$ cat src/div_cfg_pkg.sv
`default_nettype none

package div_cfg_pkg;

	// ---------------------------------------------------------------
	// Set geometry
	// ---------------------------------------------------------------
	localparam int SET_COUNT = 4;
	localparam int SEL_W     = 2;
	localparam int REF_W     = 2;
	localparam int WHOLE_W   = 7;
	localparam int FRAC_W    = 18;
	localparam int POST_W    = 7;
	localparam int FBDIV_W   = WHOLE_W + 1;

	typedef struct packed {
		logic [REF_W-1:0]   ref_div;
		logic [WHOLE_W-1:0] fb_whole;
		logic [FRAC_W-1:0]  fb_frac;
		logic [POST_W-1:0]  post_div;
	} div_set_s;

	typedef struct packed {
		logic             en;
		logic [SEL_W-1:0] idx;
		div_set_s         set;
	} set_wr_s;

	// ---------------------------------------------------------------
	// Serial register map: address = {3'b000, set[1:0], field[2:0]}
	// ---------------------------------------------------------------
	localparam logic [6:0] DEV_ADDR_DEF   = 7'h6e;
	localparam int         ADDR_SET_LSB   = 3;
	localparam logic [2:0] FLD_REF        = 3'h0;
	localparam logic [2:0] FLD_WHOLE      = 3'h1;
	localparam logic [2:0] FLD_POST       = 3'h2;
	localparam logic [2:0] FLD_FRAC_HI    = 3'h3;
	localparam logic [2:0] FLD_FRAC_MID   = 3'h4;
	localparam logic [2:0] FLD_FRAC_LO    = 3'h5;
	localparam logic [2:0] ADDR_PAGE_MAP  = 3'h0;
	localparam logic [7:0] UNMAPPED_READ  = 8'h00;
	localparam logic [7:0] PTR_RST        = 8'h00;

	// ---------------------------------------------------------------
	// Reference variants and presets
	// ---------------------------------------------------------------
	localparam longint XTAL_FREQ_A_HZ = 64'd114285000;
	localparam longint XTAL_FREQ_B_HZ = 64'd100000000;
	localparam logic [SEL_W-1:0] SEL_RST = 2'h0;

	localparam div_set_s PRESET_DEF [SET_COUNT] = '{
		'{ref_div: 2'h1, fb_whole: 7'h19, fb_frac: 18'h00000, post_div: 7'h14},
		'{ref_div: 2'h1, fb_whole: 7'h1b, fb_frac: 18'h10000, post_div: 7'h12},
		'{ref_div: 2'h1, fb_whole: 7'h1c, fb_frac: 18'h20000, post_div: 7'h10},
		'{ref_div: 2'h2, fb_whole: 7'h1e, fb_frac: 18'h30000, post_div: 7'h08}
	};

	typedef enum {
		ST_IDLE,
		ST_ADDR,
		ST_ADDR_ACK,
		ST_PTR,
		ST_PTR_ACK,
		ST_WR,
		ST_WR_ACK,
		ST_RD,
		ST_RD_ACK
	} ser_state_e;

endpackage

`default_nettype wire

$ cat src/div_cfg_bank.sv
`default_nettype none

module div_cfg_bank
	import div_cfg_pkg::*;
#(
	parameter div_set_s PRESETS [SET_COUNT] = PRESET_DEF
) (
	input  wire logic             clk_sys,
	input  wire logic             nrst,
	input  wire set_wr_s          wr,
	input  wire logic [SEL_W-1:0] rd_idx,
	input  wire logic [SEL_W-1:0] sel,
	output div_set_s              rd_set,
	output div_set_s              active
);

	// ---------------------------------------------------------------
	// Storage, volatile: reset is the power-up load
	// ---------------------------------------------------------------
	div_set_s sets_r [SET_COUNT];

	always_ff @(posedge clk_sys or negedge nrst) begin
		if (!nrst) begin
			for (int i = 0; i < SET_COUNT; i++) begin
				sets_r[i] <= PRESETS[i];
			end
		end else if (wr.en) begin
			sets_r[wr.idx] <= wr.set;
		end
	end

	assign rd_set = sets_r[rd_idx];

	// ---------------------------------------------------------------
	// Output mux
	// ---------------------------------------------------------------
	// Only the chosen set reaches the synthesizer, so writes elsewhere are harmless
	always_ff @(posedge clk_sys or negedge nrst) begin
		if (!nrst) begin
			active <= PRESETS[SEL_RST];
		end else begin
			active <= sets_r[sel];
		end
	end

endmodule

`default_nettype wire

$ cat src/divider_config_select.sv
// Contract
// - Keep four divider sets; the two select pins choose the one applied.
// - Select 00..11 picks set 0..3; each set has all four divider fields.
// - Power-up loads presets into all sets; pins pick the applied set.
// - Every set can be read back over the two-wire serial port.
// - Controller may rewrite any set; a rewritten set applies when selected.
// - Storage is volatile; each power-up restores the presets.
// - A select pin change switches dividers at once, no serial command needed.
// - Fields: 2-bit reference, 7-bit post, 7-bit whole, 18-bit fraction.
// - Output equals reference over reference times post, times whole plus half-offset fraction.
// - Reference frequency is one of two fixed values, per variant.
// - Fractional feedback is produced by a delta-sigma modulator.

`default_nettype none

module divider_config_select
	import div_cfg_pkg::*;
#(
	parameter logic [6:0] DEV_ADDR = DEV_ADDR_DEF,
	parameter div_set_s   PRESETS [SET_COUNT] = PRESET_DEF
) (
	input  wire logic               clk_sys,
	input  wire logic               nrst,
	input  wire logic               config_select_low,
	input  wire logic               config_select_high,
	input  wire logic               serial_clock_pin,
	input  wire logic               serial_data_pin,
	output logic                    serial_data_out,
	output logic                    serial_data_oe_n,
	output logic [SEL_W-1:0]        select_applied,
	output div_set_s                active_set,
	output logic [FBDIV_W-1:0]      fb_divide
);

	// ---------------------------------------------------------------
	// Byte access to a set
	// ---------------------------------------------------------------
	function automatic logic [7:0] get_byte(
		input div_set_s   s,
		input logic [2:0] fld
	);
		logic [7:0] b;
		b = UNMAPPED_READ;
		unique case (fld)
			FLD_REF:      b = {6'h00, s.ref_div};
			FLD_WHOLE:    b = {1'b0, s.fb_whole};
			FLD_POST:     b = {1'b0, s.post_div};
			FLD_FRAC_HI:  b = {6'h00, s.fb_frac[17:16]};
			FLD_FRAC_MID: b = s.fb_frac[15:8];
			FLD_FRAC_LO:  b = s.fb_frac[7:0];
			default:      b = UNMAPPED_READ;
		endcase
		return b;
	endfunction

	function automatic div_set_s put_byte(
		input div_set_s   s,
		input logic [2:0] fld,
		input logic [7:0] d
	);
		div_set_s r;
		r = s;
		unique case (fld)
			FLD_REF:      r.ref_div = d[1:0];
			FLD_WHOLE:    r.fb_whole = d[6:0];
			FLD_POST:     r.post_div = d[6:0];
			FLD_FRAC_HI:  r.fb_frac[17:16] = d[1:0];
			FLD_FRAC_MID: r.fb_frac[15:8] = d;
			FLD_FRAC_LO:  r.fb_frac[7:0] = d;
			default:      r = s;
		endcase
		return r;
	endfunction

	function automatic logic in_map(
		input logic [7:0] a
	);
		return a[7:5] == ADDR_PAGE_MAP;
	endfunction

	// ---------------------------------------------------------------
	// Pin synchronisers
	// ---------------------------------------------------------------
	// Bits: 0 clock, 1 data, 2 select low, 3 select high
	logic [3:0] meta_r;
	logic [3:0] sync_r;
	logic [1:0] prev_r;

	always_ff @(posedge clk_sys or negedge nrst) begin
		if (!nrst) begin
			meta_r <= {SEL_RST, 2'b11};
			sync_r <= {SEL_RST, 2'b11};
		end else begin
			meta_r <= {config_select_high, config_select_low, serial_data_pin, serial_clock_pin};
			sync_r <= meta_r;
		end
	end

	always_ff @(posedge clk_sys or negedge nrst) begin
		if (!nrst) begin
			prev_r <= 2'b11;
		end else begin
			prev_r <= sync_r[1:0];
		end
	end

	logic scl_s;
	logic sda_s;
	logic scl_rise;
	logic scl_fall;
	logic start_c;
	logic stop_c;

	assign scl_s    = sync_r[0];
	assign sda_s    = sync_r[1];
	assign scl_rise = scl_s & ~prev_r[0];
	assign scl_fall = ~scl_s & prev_r[0];
	assign start_c  = scl_s & prev_r[0] & prev_r[1] & ~sda_s;
	assign stop_c   = scl_s & prev_r[0] & ~prev_r[1] & sda_s;

	// ---------------------------------------------------------------
	// Serial slave state
	// ---------------------------------------------------------------
	ser_state_e state_r;
	logic [3:0] cnt_r;
	logic [7:0] shift_r;
	logic [7:0] ptr_r;
	logic       rw_r;
	logic       mack_r;
	logic       byte_end;
	logic       rd_end;
	logic       addr_hit;
	div_set_s   rd_set;
	logic [7:0] rd_byte;

	assign byte_end = scl_fall && (cnt_r == 4'h8);
	assign rd_end   = byte_end && (state_r == ST_RD);
	assign addr_hit = shift_r[7:1] == DEV_ADDR;
	assign rd_byte  = in_map(ptr_r) ? get_byte(rd_set, ptr_r[2:0]) : UNMAPPED_READ;

	always_ff @(posedge clk_sys or negedge nrst) begin
		if (!nrst) begin
			state_r <= ST_IDLE;
			cnt_r   <= 4'h0;
			shift_r <= 8'h00;
			rw_r    <= 1'b0;
			mack_r  <= 1'b0;
		end else if (stop_c) begin
			state_r <= ST_IDLE;
		end else if (start_c) begin
			state_r <= ST_ADDR;
			cnt_r   <= 4'h0;
		end else begin
			unique case (state_r)
				ST_IDLE: begin
					cnt_r <= 4'h0;
				end
				ST_ADDR, ST_PTR, ST_WR: begin
					if (scl_rise) begin
						shift_r <= {shift_r[6:0], sda_s};
						cnt_r   <= cnt_r + 4'h1;
					end else if (byte_end) begin
						cnt_r <= 4'h0;
						if (state_r == ST_ADDR) begin
							rw_r    <= shift_r[0];
							state_r <= addr_hit ? ST_ADDR_ACK : ST_IDLE;
						end else if (state_r == ST_PTR) begin
							state_r <= ST_PTR_ACK;
						end else begin
							state_r <= ST_WR_ACK;
						end
					end
				end
				ST_ADDR_ACK: begin
					if (scl_fall) begin
						if (rw_r) begin
							state_r <= ST_RD;
							shift_r <= rd_byte;
						end else begin
							state_r <= ST_PTR;
						end
					end
				end
				ST_PTR_ACK, ST_WR_ACK: begin
					if (scl_fall) begin
						state_r <= ST_WR;
					end
				end
				ST_RD: begin
					if (scl_rise) begin
						cnt_r <= cnt_r + 4'h1;
					end else if (rd_end) begin
						cnt_r   <= 4'h0;
						state_r <= ST_RD_ACK;
					end else if (scl_fall) begin
						shift_r <= {shift_r[6:0], 1'b0};
					end
				end
				ST_RD_ACK: begin
					if (scl_rise) begin
						mack_r <= ~sda_s;
					end else if (scl_fall) begin
						if (mack_r) begin
							state_r <= ST_RD;
							shift_r <= rd_byte;
						end else begin
							state_r <= ST_IDLE;
						end
					end
				end
			endcase
		end
	end

	// ---------------------------------------------------------------
	// Register pointer, auto-increments per data byte
	// ---------------------------------------------------------------
	always_ff @(posedge clk_sys or negedge nrst) begin
		if (!nrst) begin
			ptr_r <= PTR_RST;
		end else if (byte_end && state_r == ST_PTR) begin
			ptr_r <= shift_r;
		end else if ((scl_fall && state_r == ST_WR_ACK) || rd_end) begin
			ptr_r <= ptr_r + 8'h01;
		end
	end

	// ---------------------------------------------------------------
	// Byte write into a set
	// ---------------------------------------------------------------
	// Read-modify-write of one field; unmapped bytes are acked and dropped
	set_wr_s wr_r;

	always_ff @(posedge clk_sys or negedge nrst) begin
		if (!nrst) begin
			wr_r <= '0;
		end else begin
			wr_r.en  <= byte_end && state_r == ST_WR && in_map(ptr_r);
			wr_r.idx <= ptr_r[ADDR_SET_LSB +: SEL_W];
			wr_r.set <= put_byte(rd_set, ptr_r[2:0], shift_r);
		end
	end

	// ---------------------------------------------------------------
	// Open-drain data pin
	// ---------------------------------------------------------------
	logic drive_low;

	assign drive_low = (state_r == ST_ADDR_ACK) || (state_r == ST_PTR_ACK) || (state_r == ST_WR_ACK)
		|| (state_r == ST_RD && !shift_r[7]);

	always_ff @(posedge clk_sys or negedge nrst) begin
		if (!nrst) begin
			serial_data_oe_n <= 1'b1;
		end else begin
			serial_data_oe_n <= ~drive_low;
		end
	end

	assign serial_data_out = 1'b0;

	// ---------------------------------------------------------------
	// Configuration bank
	// ---------------------------------------------------------------
	// Pins act with no serial command; two sync stages plus one output register of delay
	always_ff @(posedge clk_sys or negedge nrst) begin
		if (!nrst) begin
			select_applied <= SEL_RST;
		end else begin
			select_applied <= sync_r[3:2];
		end
	end

	div_cfg_bank #(
		.PRESETS (PRESETS)
	) u_bank (
		.clk_sys (clk_sys),
		.nrst    (nrst),
		.wr      (wr_r),
		.rd_idx  (ptr_r[ADDR_SET_LSB +: SEL_W]),
		.sel     (sync_r[3:2]),
		.rd_set  (rd_set),
		.active  (active_set)
	);

	// ---------------------------------------------------------------
	// Fractional feedback modulator
	// ---------------------------------------------------------------
	// First-order accumulator; the forced LSB adds the half-step offset,
	// so the mean divide is whole + (frac + 0.5) / 2^18. Higher-order
	// shaping is left to the analog loop.
	logic [FRAC_W:0]   acc_r;
	logic [FRAC_W+1:0] acc_sum;

	assign acc_sum = {1'b0, acc_r} + {1'b0, active_set.fb_frac, 1'b1};

	always_ff @(posedge clk_sys or negedge nrst) begin
		if (!nrst) begin
			acc_r <= '0;
		end else begin
			acc_r <= acc_sum[FRAC_W:0];
		end
	end

	always_ff @(posedge clk_sys or negedge nrst) begin
		if (!nrst) begin
			fb_divide <= '0;
		end else begin
			fb_divide <= {1'b0, active_set.fb_whole} + {{WHOLE_W{1'b0}}, acc_sum[FRAC_W+1]};
		end
	end

endmodule

`default_nettype wire

$ cat config.mk
export PLATFORM = sky130hd
export DESIGN_NAME = divider_config_select
export DESIGN_NICKNAME = d
export VERILOG_FILES = /design/src/div_cfg_pkg.sv /design/src/div_cfg_bank.sv /design/src/divider_config_select.sv
export SDC_FILE = /design/constraint.sdc
export NUM_CORES = 1
export LEC_CHECK = 0
export ABC_AREA = 0
export BUFFER_PORTS_ARGS = -buffer_cell sky130_fd_sc_hd__buf_2
export CORE_ASPECT_RATIO = 0.5
export CORE_MARGIN = 5
export CORE_UTILIZATION = 54
export CTS_BUF_LIST = sky130_fd_sc_hd__clkbuf_8
export CTS_CLUSTER_DIAMETER = 40
export DETAILED_ROUTE_END_ITERATION = 6
export PLACE_DENSITY = 0.71
export RECOVER_POWER = 25
export REMOVE_ABC_BUFFERS = 1
export SYNTH_ARGS = -nofsm -noshare
export SYNTH_HDL_FRONTEND = slang
export SYNTH_SLANG_ARGS = --single-unit
$ cat constraint.sdc
create_clock -name clk_sys -period 3.9 [get_ports clk_sys]
set_clock_uncertainty 0.2 [all_clocks]
set_input_delay 0.78 -clock clk_sys [delete_from_list [all_inputs] [get_ports clk_sys]]
set_output_delay 0.78 -clock clk_sys [all_outputs]
set_load 0.01 [all_outputs]
# --- Word-level counts from Yosys, hierarchy flattened ---
# Index checks and enable logic that the tools add are counted.
classes:
  n_addsub: 4
  magnitude_cmp: 4
  n_eq_ne: 41
  mux: 51
  n_bitwise: 18
  reduce_logical: 27
op_table:
  columns: ["op", "count"]
  rows:
  - ["32-bit 2-to-1 mux", 10]
  - ["32-bit by 3-bit == test with 1-bit output (second input constant)", 6]
  - ["34-bit 2-to-1 mux", 5]
  - ["32-bit by 4-bit == test with 1-bit output (second input constant)", 5]
  - ["32-bit case mux with 5 select lines", 1]
  - ["34-bit binary-select mux with 2-bit select", 2]
  - ["136-bit bitwise mux", 1]
  - ["8-bit 2-to-1 mux", 14]
  - ["32-bit by 2-bit == test with 1-bit output (second input constant)", 3]
  - ["34-bit demux with 2-bit select", 1]
  - ["8-bit case mux with 6 select lines", 1]
  - ["4-bit != test (second input constant)", 10]
  - ["32-bit by 1-bit == test with 1-bit output (second input constant)", 1]
  - ["32-bit logical NOT", 1]
  - ["8-bit case mux with 4 select lines", 1]
  - ["19-bit by 19-bit adder with 20-bit output", 1]
  - ["4-bit 2-to-1 mux", 5]
  - ["2-bit != test (second input constant)", 9]
  - ["7-bit 2-to-1 mux", 2]
  - ["4-bit case mux with 3 select lines", 1]
  - ["12-bit AND reduction", 1]
  - ["3-bit greater-or-equal comparator (second input constant)", 3]
  - ["3-bit 2-to-1 mux", 3]
  - ["2-bit inverter with 3-bit output", 3]
  - ["other kinds (24)", 55]
totals:
  ff_bits: 301
  input_bits: 6
  out_inout_bits: 46
  wordCells: 184

# --- Longest topological paths before layout ---
depth:
  word_depth: 10
  depth_mapped: 12
  ltp_nobuf: 12

# --- Cells and area by module ---
# Synthesis repeated with hierarchy kept, for this count alone.
hier_totals:
  cells_unflattened: 885
  hier_area_um2: 12939.9
modules_own_cells:
  columns: ["module", "n_inst", "cells_each", "area_per_inst_um2", "seq_area_each_um2"]
  rows:
  - ["div_cfg_bank", 1, 406, 7609.8, 4296.6]
  - ["divider_config_select", 1, 479, 5330.1, 2586.2]

# --- Least setup slack after synthesis ---
# Ideal clock, no wire load.
synth_path:
  path_type: "register to register"
  start: "register u_bank.active[13] (netlist name)"
  end: "register fb_divide[6]"
  setup_time_ns: 0.125
  t_arrival_ns: 2.567
  required_time_ns: 3.575
  slack_ns: 1.008
  stages_incl_launch_ff: 12
  path_buffers: 1
  synth_period_minus_slack_ns: 2.892
  cell_sequence: "dfrtp_1 > ha_1 > clkbuf_1 > nand4_1 > or3_1 > o21ai_0 > a221o_1 > ha_1 > ha_1 > nand2_1 > or2_2 > xnor2_1"
synth_between:
  elab_chain_cells: 2
synth_rtl:
  columns: ["element", "line_no", "source"]
  rows:
  - ["from (decl)", "div_cfg_bank.sv:14", "output div_set_s active"]
  - ["from (signal assigned)", "div_cfg_bank.sv:40", "active <= PRESETS[SEL_RST];"]
  - ["from (signal assigned)", "div_cfg_bank.sv:42", "active <= sets_r[sel];"]
  - ["19-bit by 19-bit adder with 20-bit output", "divider_config_select.sv:295", "assign acc_sum = {1'b0, acc_r} + {1'b0, active_set.fb_frac, 1'b1};"]
  - ["7-bit by 1-bit adder with 8-bit output", "divider_config_select.sv:309", "fb_divide <= {1'b0, active_set.fb_whole} + {{WHOLE_W{1'b0}}, acc_sum[FRAC_W+1]};"]
  - ["to (signal assigned)", "divider_config_select.sv:309", null]
  - ["to (decl)", "divider_config_select.sv:32", "output logic [FBDIV_W-1:0] fb_divide"]
# No other way between the ends.
# A chain may end at the register's enable or synchronous reset.

# --- Final worst setup path ---
layout_path:
  start: "register u_bank.active[9] (netlist name)"
  end: "register fb_divide[6]"
# The elaborated chain is that of the path after synthesis.

==> flow_metrics.env <==
export IMPL_synth_avg_cell_area_um2=13.4
export IMPL_grt_usage_pct=21.9
export IMPL_yosys_warnings=0
export IMPL_clockBufferDepth=3
export IMPL_hold_viol=0
export IMPL_io_buffers=50
export IMPL_antenna_found_initial=1
export IMPL_synth_edff_count=0
export IMPL_critPathCaptureType="flop"
export IMPL_cts_root_buf="clkbuf_8"
export IMPL_path_common_cell="ha_1"
export IMPL_finalPower_w=0.00562
export IMPL_synth_area_top_cells="dfrtp_1, mux2_2, mux4_2"
export IMPL_finalSetupViolations=0
export IMPL_synth_seq_cells=273
export IMPL_clk_pin_slew_ns=0.06
export IMPL_yosysMostFrequentCell="dfrtp_1"
export IMPL_finalNonFillerCells=1359
export IMPL_cts_setup_buffers=0
export IMPL_syn_instance_count=958
export IMPL_grt_overflow=0
export IMPL_clk_latency_ns=0.56
export IMPL_crit_chain="ha_1, a21o_1, a21oi_1, nand2_1, a21boi_1, o21ai_0, a221o_1, ha_1, ha_1, nand2_1, or2_2, xnor2_1"
export IMPL_holdWs_ns=0.135
export IMPL_rsz0062_at_grt="no"
export IMPL_slew_limit_headroom_pct=-84.8
export IMPL_hp_class="input port to flop"
export IMPL_yosysUniqueCellTypes=64
export IMPL_drt_wirelength_per_cell_um=21.3
export IMPL_dr_pass1_iters=4
export IMPL_grt_max_degree=106
export IMPL_fin_nets=1055
export IMPL_io_pins=52
export IMPL_maxCapViolCount=3
export IMPL_dr_first_iter_drc_count=746
export IMPL_synthTopCellsByCount="dfrtp_1, mux2_2, nand2_1, mux4_2, dfstp_2"
export IMPL_start_util_pct=55.4
export IMPL_path_max_fanout=5
export IMPL_antenna_left=0
export IMPL_ctsResizeCount=0
export IMPL_die_h_um=119
export IMPL_period_share_pct=79.9
export IMPL_cp_data_arrival_time_ns=3.38
export IMPL_ys_flop_type="dfrtp_1"
export IMPL_hold_buffers=0
export IMPL_reg2reg_depth=12
export IMPL_fin_crit_ns=3.12
export IMPL_fill_cells=1783
export IMPL_critical_path_class="flop to flop"
export IMPL_die_area_um2=27100
export IMPL_core_um2=23100
export IMPL_synthArstFlopShare_pct=100
export IMPL_powerDensity_nw_per_um2=395
export IMPL_syn_area_um2=12800
export IMPL_vias=8136
export IMPL_drive_gt1_share_pct=36.5
export IMPL_irDropWorstVdd_mv=0.336
export IMPL_routed_wl_um=28900
export IMPL_p_leak_nw=6.84
export IMPL_slew_viol_final=162
export IMPL_rrSetupSlack_ns=0.78
export IMPL_setup_tns_ns=0
export IMPL_rows=39
export IMPL_slowest_stage="a221o_1"
export IMPL_grt_pass1_wl_um=47300
export IMPL_vias_per_cell=5.99
export IMPL_crit_required_ns=4.16
export IMPL_cp_startpoint="u_bank.active[9]"
export IMPL_htree_num_levels=2
export IMPL_worstReg2RegEnd="fb_divide[6]"
export IMPL_yosysTopAreaCellShare_pct=45.4
export IMPL_yosysSeqAreaShare_pct=53.8
export IMPL_r2r_start="u_bank.active[9]"
export IMPL_endpoint="fb_divide[6]"
export IMPL_worstMarginPinSlew_ns=2.77
export IMPL_utilization_pct=61.6
export IMPL_grt_pass1_vias=8453
export IMPL_max_freq_mhz=321
export IMPL_cp_slowest_stage_delay_ns=0.41
export IMPL_area_growth_pct=11.0
export IMPL_status="finished with violations"
export IMPL_yosys_area_top_type="dfrtp_1"
export IMPL_crit_path_start_kind="flop"
export IMPL_drc=0
export IMPL_place_congestion=0.896
export IMPL_cts_tree="done"
export IMPL_cts_buffers=39
export IMPL_die_w_um=228
export IMPL_violations="max-capacitance violations, max-slew violations"
export IMPL_dp_hpwl_um=19200
export IMPL_cts_sinks=273
export IMPL_place_inst=1287
## state kept, by name (all words and copies together), names as in the netlist
name and count:
u_bank.active 34, rw_r 1, mack_r 1, meta_r 4
prev_r 2, sync_r 4, select_applied 2, shift_r 8
serial_data_oe_n 1, wr_r 37, state_r 4, u_bank.sets_r 136
fb_divide 8, cnt_r 4, acc_r 19, ptr_r 8
## worst min-delay path by stage
stage	startpoint	end	slack [ns]	cells after the start
after floorplan	meta_r[2]	sync_r[2]	0.13	0
after global placement	meta_r[3]	sync_r[3]	0.13	0
after detailed placement	meta_r[2]	sync_r[2]	0.14	0
after CTS	serial_data_pin	meta_r[1]	0.10	1
after global routing	serial_data_pin	meta_r[1]	0.1	1
final	serial_data_pin	meta_r[1]	0.13	1
## logic make-up (layout without fill, tap and decap cells)
kind of cell    Yosys count  in the layout  synth area share (%)
simple gates            218            218                  7.71
compound gates          129            129                  6.45
fa+ha+maj                28             28                  2.80
xor+xnor                 29             29                  1.98
mux                     216            216                  25.0
buf+inv                  64            157                  2.26
other cells               1              2                0.0293
flops                   273            273                  53.8
## report_power, final
group | internal (W) | total (W) | switching, W | leakage (nW)
combinational | 0.0000895 | 0.000233 | 0.000143 | 2.75
sequential | 0.00289 | 0.00304 | 0.000151 | 3.62
clock | 0.00125 | 0.00234 | 0.00109 | 0.476
## per-stage QoR
| step | cell area, µm² | setup WS, ns |
|---|---|---|
| after global placement | 13400 | 0.823 |
| after CTS | 14200 | 0.754 |
| after detailed placement | 13400 | 0.794 |
| after floorplan | 12600 | 0.197 |
| final | 14200 | 0.785 |
| after global routing | 14200 | 0.438 |
## placed cells by master (no fill, tap or decap), types with 3 or more instances in the layout
cell type / count
a31oi_1: 7
nand4_1: 7
o22ai_1: 3
inv_1: 32
a221oi_1: 4
nor2_1: 15
o21ai_0: 38
clkbuf_8: 48
o21bai_1: 3
mux4_2: 68
o21ai_1: 6
ha_1: 27
nand2_1: 135
a22o_1: 4
buf_2: 49
xnor2_1: 17
a21oi_1: 30
nand3b_1: 3
a21o_1: 6
nor3_1: 5
buf_12: 3
nand3_1: 16
mux2_2: 146
buf_4: 15
nand2b_1: 11
a22oi_1: 7
dfrtp_1: 230
nor2b_1: 6
xor2_1: 12
dfstp_2: 39
and4_1: 4
## final cells by class
class / instances / area (µm²) / area share, %
Multi-Input combinational cell: 621 / 5630 / 39.7
Tap cell: 307 / 384 / 2.70
Clock buffer: 48 / 661 / 4.65
Timing Repair Buffer: 70 / 430 / 3.03
Sequential cell: 273 / 6890 / 48.5
Clock inverter: 23 / 150 / 1.06
Antenna cell: 1 / 2.50 / 0.0176
Inverter: 16 / 60.1 / 0.423
## routing by layer
layer,GRT usage (%),up-vias,part of all wire [%]
met5,0,-,0
met4,4.42,0,1.3
met3,4.59,46,6.1
met2,34.1,214,46
met1,32.6,4245,47
li1,-,3631,-
## worst max-delay path, delay by kind of cell (launching register included)
kind / cells / cell delay [ns]
fa+ha+maj: 3 / 0.85
xor+xnor: 1 / 0.10
compound gates: 5 / 1.22
flops: 1 / 0.39
simple gates: 3 / 0.28
No activity file was read; power rests on OpenSTA's default activity.
